### src/rtl/bsh_consts.svh
// constants for the buck soft-start and hiccup sequencer
`ifndef BSH_CONSTS_SVH
`define BSH_CONSTS_SVH
`define BSH_CLK_PERIOD_NS 40
`define BSH_SS_TIME_US 3000
`define BSH_TON_MIN_NS 50
`define BSH_SS_CLAMP_MV 150
`define BSH_OCP_LIMIT 10'h200
`define BSH_OCP_LAST 10'h1ff
`define BSH_OFF_LIMIT 15'h4000
`define BSH_OFF_LAST 15'h3fff
`define BSH_CLEAN_LAST 3'h3
`define BSH_EVT_LIMIT 5'h10
`define BSH_TON_MIN_CYC ((`BSH_TON_MIN_NS + `BSH_CLK_PERIOD_NS - 1) / `BSH_CLK_PERIOD_NS)
`define BSH_SS_CYC ((`BSH_SS_TIME_US * 1000) / `BSH_CLK_PERIOD_NS)
`define BSH_SYNC_W 8
`endif

### src/rtl/bsh_pkg.sv
// types for the buck soft-start and hiccup sequencer
`default_nettype none
package bsh_pkg;
    typedef enum logic [1:0] {BSH_OFF, BSH_SOFT, BSH_RUN, BSH_HICCUP} bsh_state_type;
    typedef enum logic [1:0] {BSH_VOUT_3V3, BSH_VOUT_5V, BSH_VOUT_12V, BSH_VOUT_EXT} bsh_setpoint_type;
endpackage : bsh_pkg
`default_nettype wire

### src/rtl/bsh_ctrl.sv
// buck soft-start, config latch, pulse skip, current limit and hiccup control
// Functional notes
// - soft start begins only while the bias rail is above 3.3 V and enable is above 1 V.
// - an internal timer of about 3 ms ramps the regulation target up to its final value.
// - at power-up the feedback pull-up code selects 3.3 V, 5 V, 12 V or the external divider.
// - the setpoint stays latched until the bias rail drops below UVLO and rises above 3.4 V again.
// - a 10 k pull-up on the compensation node selects internal compensation, latched until bias drops.
// - when the needed on-time is below the 50 ns minimum, pulses are skipped to keep regulating.
// - a current-sense peak above 60 mV ends the present high-side pulse at once.
// - the soft-start ramp is clamped 150 mV above feedback only after sixteen overcurrent events.
// - an overload allows 512 switching cycles of current limiting before hiccup.
// - four consecutive clean switching cycles clear the overload cycle counter.
// - on overload expiry the ramp is pulled low, both drives are off and a 16384-cycle off timer runs.
// - when the off timer reaches 16384 the ramp is released and a normal soft start follows.
// - hiccup protection is inactive during soft start until feedback exceeds 0.4 V.
`timescale 1ns/100ps
`default_nettype none
`include "bsh_consts.svh"
module bsh_ctrl #(
    parameter int RAMP_W = 8,
    parameter int SS_CYCLES = `BSH_SS_CYC
) (
    input wire logic i_ref_clk,
    input wire logic i_rst,
    input wire logic i_analog_bias_rail_ok,
    input wire logic i_enable_ok,
    input wire logic [1:0] i_feedback_sense_code,
    input wire logic i_compensation_node_det,
    input wire logic i_osc_cycle,
    input wire logic i_pwm_end,
    input wire logic i_current_sense_pos_trip,
    input wire logic i_feedback_sense_above_0v4,
    output logic o_high_side_gate_drive,
    output logic o_low_side_gate_drive,
    output logic [RAMP_W-1:0] o_soft_start_ramp,
    output logic o_ss_clamp_en,
    output logic o_pulse_skip,
    output logic o_hiccup,
    output bsh_pkg::bsh_setpoint_type o_setpoint_sel,
    output logic o_comp_internal
);
    localparam int STEP_CYC = (SS_CYCLES >> RAMP_W) > 0 ? (SS_CYCLES >> RAMP_W) : 1;
    localparam int STEP_W = $clog2(STEP_CYC + 1);
    localparam logic [STEP_W-1:0] STEP_LAST = STEP_W'(STEP_CYC - 1);
    localparam logic [2:0] TON_LAST = 3'(`BSH_TON_MIN_CYC - 1);

    // every pin input is a comparator or oscillator output: two flops before use
    logic [`BSH_SYNC_W-1:0] sync_in;
    logic [`BSH_SYNC_W-1:0] meta_reg;
    logic [`BSH_SYNC_W-1:0] sync_reg;
    logic osc_prev_reg;
    assign sync_in = {i_analog_bias_rail_ok, i_enable_ok, i_feedback_sense_code, i_compensation_node_det,
                      i_osc_cycle, i_pwm_end, i_current_sense_pos_trip};
    genvar g;
    generate
        for (g = 0; g < `BSH_SYNC_W; g++)
        begin : g_sync
            always_ff @(posedge i_ref_clk or posedge i_rst)
            begin
                if (i_rst)
                begin
                    meta_reg[g] <= 1'b0;
                    sync_reg[g] <= 1'b0;
                end
                else
                begin
                    meta_reg[g] <= sync_in[g];
                    sync_reg[g] <= meta_reg[g];
                end
            end
        end
    endgenerate

    logic fb04_meta_reg;
    logic fb04_reg;
    logic bias_s;
    logic en_s;
    logic [1:0] fbcode_s;
    logic compdet_s;
    logic osc_s;
    logic pwm_end_s;
    logic cl_s;
    logic tick;
    assign {bias_s, en_s, fbcode_s, compdet_s, osc_s, pwm_end_s, cl_s} = sync_reg;
    assign tick = osc_s & ~osc_prev_reg;

    function automatic bsh_pkg::bsh_setpoint_type decode_fb(input logic [1:0] code);
        case (code)
            2'h0: decode_fb = bsh_pkg::BSH_VOUT_3V3;
            2'h1: decode_fb = bsh_pkg::BSH_VOUT_5V;
            2'h2: decode_fb = bsh_pkg::BSH_VOUT_12V;
            default: decode_fb = bsh_pkg::BSH_VOUT_EXT;
        endcase
    endfunction : decode_fb

    bsh_pkg::bsh_state_type state_reg, state_next;
    logic cfg_reg, cfg_next;
    bsh_pkg::bsh_setpoint_type setpt_reg, setpt_next;
    logic comp_reg, comp_next;
    logic [RAMP_W-1:0] ramp_reg, ramp_next;
    logic [STEP_W-1:0] step_reg, step_next;
    logic ho_reg, ho_next;
    logic lo_reg, lo_next;
    logic [2:0] ton_reg, ton_next;
    logic skip_reg, skip_next;
    logic cyc_cl_reg, cyc_cl_next;
    logic [9:0] ocp_reg, ocp_next;
    logic [2:0] clean_reg, clean_next;
    logic [4:0] evt_reg, evt_next;
    logic [14:0] off_reg, off_next;
    logic clamp_reg, clamp_next;
    logic armed;
    logic cyc_cl;
    logic expire;

    always_comb
    begin
        state_next = state_reg;
        cfg_next = cfg_reg;
        setpt_next = setpt_reg;
        comp_next = comp_reg;
        ramp_next = ramp_reg;
        step_next = step_reg;
        ho_next = ho_reg;
        ton_next = ton_reg;
        skip_next = skip_reg;
        cyc_cl_next = cyc_cl_reg | cl_s;
        ocp_next = ocp_reg;
        clean_next = clean_reg;
        evt_next = evt_reg;
        off_next = off_reg;
        clamp_next = clamp_reg;
        cyc_cl = cyc_cl_reg | cl_s;
        armed = (state_reg == bsh_pkg::BSH_RUN) |
                ((state_reg == bsh_pkg::BSH_SOFT) & fb04_reg);
        expire = tick & cyc_cl & armed & (ocp_reg == `BSH_OCP_LAST);
        // config is caught once per bias power-up; software cannot reopen it
        if (!bias_s)
        begin
            cfg_next = 1'b0;
        end
        else if (!cfg_reg)
        begin
            cfg_next = 1'b1;
            setpt_next = decode_fb(fbcode_s);
            comp_next = compdet_s;
        end
        if (tick)
        begin
            cyc_cl_next = 1'b0;
        end
        // cycle accounting on each oscillator edge while hiccup protection is armed
        if (tick && armed)
        begin
            if (cyc_cl)
            begin
                clean_next = 3'h0;
                ocp_next = ocp_reg + 10'h001;
                if (evt_reg != `BSH_EVT_LIMIT)
                begin
                    evt_next = evt_reg + 5'h01;
                end
            end
            else if (clean_reg == `BSH_CLEAN_LAST)
            begin
                clean_next = 3'h0;
                ocp_next = 10'h000;
            end
            else
            begin
                clean_next = clean_reg + 3'h1;
            end
        end
        // 150 mV clamp is analog; this only enables it
        clamp_next = cyc_cl & (evt_reg == `BSH_EVT_LIMIT);
        // high-side pulse: starts on the cycle edge, ends on current limit, on pwm end after the minimum on-time, or at the next cycle edge
        if (ho_reg)
        begin
            if (ton_reg != TON_LAST)
            begin
                ton_next = ton_reg + 3'h1;
            end
            if (cl_s)
            begin
                ho_next = 1'b0;
            end
            else if (pwm_end_s && ton_reg == TON_LAST)
            begin
                ho_next = 1'b0;
            end
            else if (pwm_end_s)
            begin
                skip_next = 1'b1;
            end
        end
        if (tick)
        begin
            ho_next = 1'b0;
            ton_next = 3'h0;
            // demand shorter than the minimum on-time: drop this pulse instead
            if (skip_reg)
            begin
                skip_next = 1'b0;
            end
            else if ((state_reg == bsh_pkg::BSH_SOFT || state_reg == bsh_pkg::BSH_RUN) && !cl_s && !expire)
            begin
                ho_next = 1'b1;
            end
        end
        case (state_reg)
            bsh_pkg::BSH_OFF:
            begin
                ramp_next = '0;
                step_next = '0;
                if (bias_s && en_s && cfg_reg)
                begin
                    state_next = bsh_pkg::BSH_SOFT;
                end
            end
            bsh_pkg::BSH_SOFT:
            begin
                if (step_reg == STEP_LAST)
                begin
                    step_next = '0;
                    ramp_next = ramp_reg + RAMP_W'(1);
                    if (ramp_reg == {{(RAMP_W-1){1'b1}}, 1'b0})
                    begin
                        state_next = bsh_pkg::BSH_RUN;
                    end
                end
                else
                begin
                    step_next = step_reg + STEP_W'(1);
                end
            end
            bsh_pkg::BSH_RUN:
            begin
                ramp_next = '1;
            end
            bsh_pkg::BSH_HICCUP:
            begin
                ramp_next = '0;
                ho_next = 1'b0;
                if (tick)
                begin
                    off_next = off_reg + 15'h0001;
                    if (off_reg == `BSH_OFF_LAST)
                    begin
                        state_next = bsh_pkg::BSH_SOFT;
                        off_next = 15'h0000;
                        ocp_next = 10'h000;
                        evt_next = 5'h00;
                        clean_next = 3'h0;
                        step_next = '0;
                    end
                end
            end
            default:
            begin
                state_next = bsh_pkg::BSH_OFF;
            end
        endcase
        if (expire)
        begin
            state_next = bsh_pkg::BSH_HICCUP;
            ramp_next = '0;
            ho_next = 1'b0;
            off_next = 15'h0000;
        end
        if (!bias_s || !en_s)
        begin
            state_next = bsh_pkg::BSH_OFF;
            ho_next = 1'b0;
            ramp_next = '0;
            ocp_next = 10'h000;
            clean_next = 3'h0;
            evt_next = 5'h00;
            off_next = 15'h0000;
            skip_next = 1'b0;
            clamp_next = 1'b0;
        end
        // one dead cycle after the high side falls before the low side turns on
        lo_next = (state_next == bsh_pkg::BSH_SOFT || state_next == bsh_pkg::BSH_RUN) & ~ho_next & ~ho_reg;
    end

    always_ff @(posedge i_ref_clk or posedge i_rst)
    begin
        if (i_rst)
        begin
            osc_prev_reg <= 1'b0;
            fb04_meta_reg <= 1'b0;
            fb04_reg <= 1'b0;
            state_reg <= bsh_pkg::BSH_OFF;
            cfg_reg <= 1'b0;
            setpt_reg <= bsh_pkg::BSH_VOUT_EXT;
            comp_reg <= 1'b0;
            ramp_reg <= '0;
            step_reg <= '0;
            ho_reg <= 1'b0;
            lo_reg <= 1'b0;
            ton_reg <= 3'h0;
            skip_reg <= 1'b0;
            cyc_cl_reg <= 1'b0;
            ocp_reg <= 10'h000;
            clean_reg <= 3'h0;
            evt_reg <= 5'h00;
            off_reg <= 15'h0000;
            clamp_reg <= 1'b0;
        end
        else
        begin
            osc_prev_reg <= osc_s;
            fb04_meta_reg <= i_feedback_sense_above_0v4;
            fb04_reg <= fb04_meta_reg;
            state_reg <= state_next;
            cfg_reg <= cfg_next;
            setpt_reg <= setpt_next;
            comp_reg <= comp_next;
            ramp_reg <= ramp_next;
            step_reg <= step_next;
            ho_reg <= ho_next;
            lo_reg <= lo_next;
            ton_reg <= ton_next;
            skip_reg <= skip_next;
            cyc_cl_reg <= cyc_cl_next;
            ocp_reg <= ocp_next;
            clean_reg <= clean_next;
            evt_reg <= evt_next;
            off_reg <= off_next;
            clamp_reg <= clamp_next;
        end
    end

    assign o_high_side_gate_drive = ho_reg;
    assign o_low_side_gate_drive = lo_reg;
    assign o_soft_start_ramp = ramp_reg;
    assign o_ss_clamp_en = clamp_reg;
    assign o_pulse_skip = skip_reg;
    assign o_hiccup = (state_reg == bsh_pkg::BSH_HICCUP);
    assign o_setpoint_sel = setpt_reg;
    assign o_comp_internal = comp_reg;
endmodule : bsh_ctrl
`default_nettype wire

### config.mk
export PLATFORM = sky130hd
export DESIGN_NAME = bsh_ctrl
export DESIGN_NICKNAME = d
export VERILOG_FILES = /design/src/rtl/bsh_pkg.sv /design/src/rtl/bsh_ctrl.sv
export VERILOG_INCLUDE_DIRS = /design/src /design/src/rtl
export SDC_FILE = /design/constraint.sdc
export NUM_CORES = 1
export LEC_CHECK = 0
export ABC_CLOCK_PERIOD_IN_PS = 2330
export BUFFER_PORTS_ARGS = -buffer_cell sky130_fd_sc_hd__buf_2
export CAP_MARGIN = 20
export CELL_PAD_IN_SITES_DETAIL_PLACEMENT = 0
export CELL_PAD_IN_SITES_GLOBAL_PLACEMENT = 1
export CORE_MARGIN = 2
export CORE_UTILIZATION = 40
export CTS_CLUSTER_SIZE = 12
export DETAILED_ROUTE_END_ITERATION = 16
export PLACE_DENSITY = 0.77
export SYNTH_ARGS = -nofsm -noshare
export SYNTH_HDL_FRONTEND = slang
export SYNTH_SLANG_ARGS = --single-unit
### constraint.sdc
create_clock -name i_ref_clk -period 2.33 [get_ports i_ref_clk]
set_input_delay 0.1165 -clock i_ref_clk [delete_from_list [all_inputs] [get_ports i_ref_clk]]
set_output_delay 0.1165 -clock i_ref_clk [all_outputs]
set_load 0.005 [all_outputs]
**Yosys cells after proc, flatten, opt, wreduce, memory -nomap -nowiden**

Index checks and enable logic that the tools add are counted.

- Input bits: 11
- Memories: 0
- Register bits: 83
- Bits in read-only memories: 0
- Output and inout port bits: 16
- Word-level logic and storage cells: 165
- Latch bits: 0
- Bits in writable memories: 0

- Divide/modulo/power cells: 0
- Multiply operators: 0
- Order comparisons: 0
- Add/subtract/negate cells: 7
- Bitwise logic cells: 14
- Reduce and logical (&&, ||, !) cells: 25
- Equality and inequality tests: 19
- Shift-type cells: 0
- Mux-type cells: 65

Operator list:

| cell | number |
|---|---|
| 2-to-1 mux 15 bit | 5 |
| 2-to-1 mux 10 bit | 7 |
| 2-to-1 mux 5 bit | 7 |
| 2-to-1 mux 3 bit | 10 |
| 2-to-1 mux 9 bit | 3 |
| one-hot mux 9 bit (3 select lines) | 1 |
| 2-to-1 mux 8 bit | 3 |
| one-hot mux 8 bit (3 select lines) | 1 |
| 2-to-1 mux 1 bit | 19 |
| adder 15 x 1 -> 15 bit (second input constant) | 1 |
| equality test 15 x 14 -> 1 bit (second input constant) | 1 |
| 2-to-1 mux 2 bit | 7 |
| one-hot mux 2 bit (3 select lines) | 2 |
| adder 10 x 1 -> 10 bit (second input constant) | 1 |
| equality test 10 x 9 -> 1 bit (second input constant) | 1 |
| adder 9 x 1 -> 9 bit (second input constant) | 1 |
| equality test 9 bit (second input constant) | 1 |
| nonzero test 3 bit | 3 |
| adder 8 x 1 -> 8 bit (second input constant) | 1 |
| AND 1 bit | 8 |
| equality test 2 bit (second input constant) | 4 |
| equality test 8 bit (second input constant) | 1 |
| adder 3 x 1 -> 3 bit (second input constant) | 2 |
| equality test 2 x 1 -> 1 bit (second input constant) | 3 |
| other kinds (18) | 37 |

**Longest topological paths before layout**

- Depth in word-level cells: 16
- Gate-level depth with buffers: 10
- Gate-level depth less buffers: 8

**Worst setup path after synthesis**

No wires, ideal clock.

- Path kind: register -> register
- Start: reg state_reg[1]
- End: reg off_reg[10]
- Slack: 0.165 ns
- Arrival time: 2.043 ns
- Path buffers: 2
- Clock period less this slack: 2.165 ns
- Library setup time: 0.121 ns
- Required time: 2.209 ns
- Stages on the path, launching flop included: 11
- Cell sequence: dfrtp_1 > inv_1 > ha_1 > clkbuf_2 > a21oi_1 > nor4_4 > a31oi_2 > buf_2 > nor3_1 > xnor2_1 > nor2_1

- Cells in the longest elaborated chain, start to end: 7
- Elaborated cells on any way between the ends: 12
- Classes of those cells: eq/ne: 3; mux: 2; bitwise: 4; reduce/logical: 3

Ends and longest elaborated chain:

| element | RTL line | source |
|---|---|---|
| start, declared | bsh_ctrl.sv:96 | `bsh_pkg::bsh_state_type state_reg, state_next;` |
| start signal, assigned | bsh_ctrl.sv:293 | `state_reg <= bsh_pkg::BSH_OFF;` |
| start signal, assigned | bsh_ctrl.sv:315 | `state_reg <= state_next;` |
| equality test 2 x 1 -> 1 bit | bsh_ctrl.sv:135 | `((state_reg == bsh_pkg::BSH_SOFT) & fb04_reg);` |
| AND 1 bit | bsh_ctrl.sv:135 |  |
| OR 1 bit | bsh_ctrl.sv:134 | `armed = (state_reg == bsh_pkg::BSH_RUN) \|` |
| AND 1 bit (2 in a row) | bsh_ctrl.sv:136 | `` expire = tick & cyc_cl & armed & (ocp_reg == `BSH_OCP_LAST); `` |
| nonzero test 3 bit (no source line) or 2-to-1 mux 15 bit (tied branches) | n/a |  |
| AND reduction 2 bit (no source line) or 2-to-1 mux 15 bit (tied branches) | n/a |  |
| end signal, assigned | bsh_ctrl.sv:329 | `off_reg <= off_next;` |
| end, declared | bsh_ctrl.sv:110 | `logic [14:0] off_reg, off_next;` |

Several ways; a longest one is shown, not always the timed one.
A chain may end at the register's enable or synchronous reset.

**Worst setup path after layout**

- Start: reg off_reg[0]
- End: reg step_reg[4]

- Cells in the longest elaborated chain, start to end: 3

Ends and longest elaborated chain:

| element | RTL line | source |
|---|---|---|
| equality test 15 x 14 -> 1 bit (no source line) | n/a |  |
| inequality test 2 x 1 -> 1 bit (no source line) | n/a |  |
| AND reduction 3 bit (no source line) | n/a |  |
| end signal, assigned | bsh_ctrl.sv:320 | `step_reg <= step_next;` |
| end, declared | bsh_ctrl.sv:101 | `logic [STEP_W-1:0] step_reg, step_next;` |

Every way passes these cells.

==> flow_summary.yaml <==
sta:
  rsz0062_at_grt: "false"
  finalClockSkew_ps: 6.495
  drv_slew: 0
  setup_slack_ps: 148.5
  worstMarginPinSlew_ps: 623.5
  setup-violations-final: 0
  fin_crit_sh: 0.9362
  hold_viol_final: 0
  tns_ps: 0
  min_period_ps: 2181
  slew_headroom: 0.5839
  max_freq_mhz: 458.4
route:
  dr.pass1.iters: 4
  drt-total-wl_microns: 8178
  route.detailed.drc: 0
  via_per_inst: 5.171
  vias: 3020
  ant_nets: 0
  drt_iter0_markers: 110
  wl_per_cell_microns: 14.00
synth:
  ys.flop_type: "dfrtp_1"
  ys_warn_count: 0
  avgSynthCellArea_sq_um: 10.18
  syn_area_sq_um: 3960
  synth.most_common_cell: "dfrtp_1"
  synth_cell_types: 55
  yosysTopAreaCell: "dfrtp_1"
  synthCells: 389
  ys_ff_latch: 83
  synthArstFlopShare: 1.000
  synth_fp_nets: 415
  yosys-top-cells-count: "81 x dfrtp_1, 47 x nor2_1, 32 x nand2_1"
  post-synth-top-area-fraction: 0.5118
  ys_seq_area_frac: 0.5251
  synth-edff-count: 0
  ys_top_cells_by_area: "dfrtp_1 51%, ha_1 4.7%, nor2_1 4.5%"
setup_path:
  startpoint_type: "flop"
  cpLargestDelayFamily: "simple AND/OR/NAND/NOR gates"
  crit_chain: "ha_1 -> nand3_2 -> or4_4 -> o21ai_4 -> nand4_4 -> or3b_1 -> nand2_1"
  critPathBufInv: 0
  worst-setup-path-type: "flop to flop"
  crit_arrival_ps: 2480
  critPathMaxFanout: 6
  worstPathRequired_ps: 2630
  crit_path_end_kind: "flop"
  cpPeakStageDelay_ps: 580
  worst_path_max_delay_cell: "or4_4"
power_and_ir_drop:
  cellLeakagePower_uw: 0.002029
  seq_power_share: 0.525
  p_sw_frac: 0.2312
  p_sw_uw: 654.8
  pwr-share-comb: 0.052
  finalPower_uw: 2832
  p_int_uw: 2177
  vdd_drop_max_mv: 0.2913
  clockPowerShare: 0.423
  power_density_nw_per_um2: 600.5
cells_and_area:
  area_growth_syn_to_layout_pct: 19.08
  antenna_cells: 0
  final_layout_size_suffix_gt1_frac: 0.1885
  postLayoutCoreUtil: 0.4870
  nets: 472
  design_area_sq_um: 4716
  largest_reg_flops: 15
  fill_cells: 920
clocking:
  clock_path_buffers: 2
  h-tree-depth: 3
  path_clk_slew_ps: 90
  cts-root-buf: "clkbuf_8"
  cts_inserted_buffers: 9
  clk_latency_ps: 360
  cts_sinks: 83
  cts_tree: "built"
floorplan:
  core_sq_um: 9684
  row_count: 36
  die-area_sq_um: 10710
  dieHeight_microns: 103.5
  pin_count: 27
  die_w_microns: 103.5
  initial_core_util: 0.4089
global_routing:
  gr-usage-all-layers: 0.1660
  grt_antenna_before_repair: 0
  grt_pass1_wl_microns: 14510
  grt_max_degree: 50
  grt_remaining_overflow: 0
  grt_pass1_vias: 2978
placement:
  detailed_place_hpwl_microns: 5704
  preCtsSetupSlack_ps: 136.9
  place.port_buffers: 26
  gp_congestion: 0.8381
  post_dp_cell_area_sq_um: 4364
hold_path:
  hold_path_class: "flop to flop"
run_status:
  status: "complete, no violations"
flow_run:
  max_cap_viol_count: 0
==> per-layer routing <==
layer / routed length [microns] / global-route usage
met5: 0 / 0
met4: 77 / 0.03861
met3: 315 / 0.04342
met2: 3815 / 0.2625
met1: 3971 / 0.2305
==> final cells by class <==
| cell class | instances | area (sq um) | area share |
|---|---|---|---|
| clock buffers | 10 | 137.6 | 0.02919 |
| clock inverters | 6 | 95.09 | 0.02016 |
| inverters | 10 | 38.79 | 0.008225 |
| multi-input cells | 288 | 1821 | 0.3860 |
| flip-flops and latches | 83 | 2079 | 0.4410 |
| well taps | 133 | 166.4 | 0.03529 |
| repair buffers | 54 | 377.9 | 0.08013 |
==> worst paths after layout <==
kind | start | endpoint | slack, ps | cells after the start
max in group asynchronous | i_rst | o_setpoint_sel[1] | 1270 | 4
setup / recovery | off_reg[0] | step_reg[4] | 150 | 7
hold / removal | meta_reg[3] | compdet_s | 350 | 0
hold reg to reg | meta_reg[3] | compdet_s | 350 | 0
min in group asynchronous | i_rst | o_soft_start_ramp[3] | 360 | 3
setup reg to reg | off_reg[0] | step_reg[4] | 150 | 7
==> cell usage in the layout, fill, tap and decap left out, types with 2 or more instances in the layout <==
| cell | synthesis | routed |
|---|---|---|
| dfrtp_1 | 81 | 81 |
| nor2_1 | 47 | 47 |
| nand2_1 | 32 | 31 |
| o21ai_0 | 27 | 27 |
| buf_2 | 2 | 26 |
| a21oi_1 | 26 | 25 |
| buf_4 | 0 | 17 |
| nand3_1 | 15 | 15 |
| ha_1 | 15 | 15 |
| xnor2_1 | 11 | 11 |
| xor2_1 | 11 | 11 |
| nor3_1 | 11 | 11 |
| nand4_1 | 10 | 10 |
| clkbuf_8 | 0 | 10 |
| dlygate4sd3_1 | 0 | 10 |
| and3_1 | 9 | 9 |
| inv_1 | 10 | 9 |
| nor2b_1 | 7 | 7 |
| nand2b_1 | 7 | 7 |
| nor4_1 | 4 | 4 |
| nand3b_1 | 4 | 4 |
| o31ai_1 | 4 | 4 |
| mux2_2 | 3 | 3 |
| a31oi_1 | 3 | 3 |
| or3_1 | 3 | 3 |
| and2_1 | 2 | 2 |
| nor3b_2 | 1 | 2 |
| mux2i_1 | 2 | 2 |
| nand4b_1 | 2 | 2 |
| a31o_2 | 2 | 2 |
| or2_2 | 2 | 2 |
| a21o_1 | 2 | 2 |
| a211oi_1 | 2 | 2 |
| nor3b_1 | 3 | 2 |
| clkinvlp_4 | 0 | 2 |
| bufinv_16 | 0 | 2 |
| dfstp_2 | 2 | 2 |
==> power by group through the flow <==
stage | sequential (uW) | combinational, uW | clock [uW]
floorplan | 1510 | 74.2 | 0
global placement | 1510 | 135 | 0
detailed placement | 1520 | 136 | 0
CTS | 1490 | 149 | 1240
global route | 1490 | 165 | 1300
finish | 1490 | 146 | 1200
==> kinds of logic after synthesis <==
family / Yosys count / share of synthesized area
mux: 5 / 0.01359
xor+xnor: 22 / 0.04866
simple gates: 169 / 0.2294
buf+inv: 18 / 0.01801
compound gates: 77 / 0.1179
fa+ha+maj: 15 / 0.04739
flops: 83 / 0.5251
==> metrics by stage <==
step	instances	hold WS, ps
floorplan	389	147.9
detailed placement	557	225.8
CTS	583	357.3
finish	584	353.3
global route	584	361.9
global placement	557	219.2
==> repair_timing <==
action / CTS / global route
endpoints found under the hold margin: 43 / 0
buffers inserted: 0 / 1
endpoints found under the setup margin: 0 / 7
resized for setup: 0 / 3
hold buffers: 10 / 0
Power figures use the tool's default switching activity.
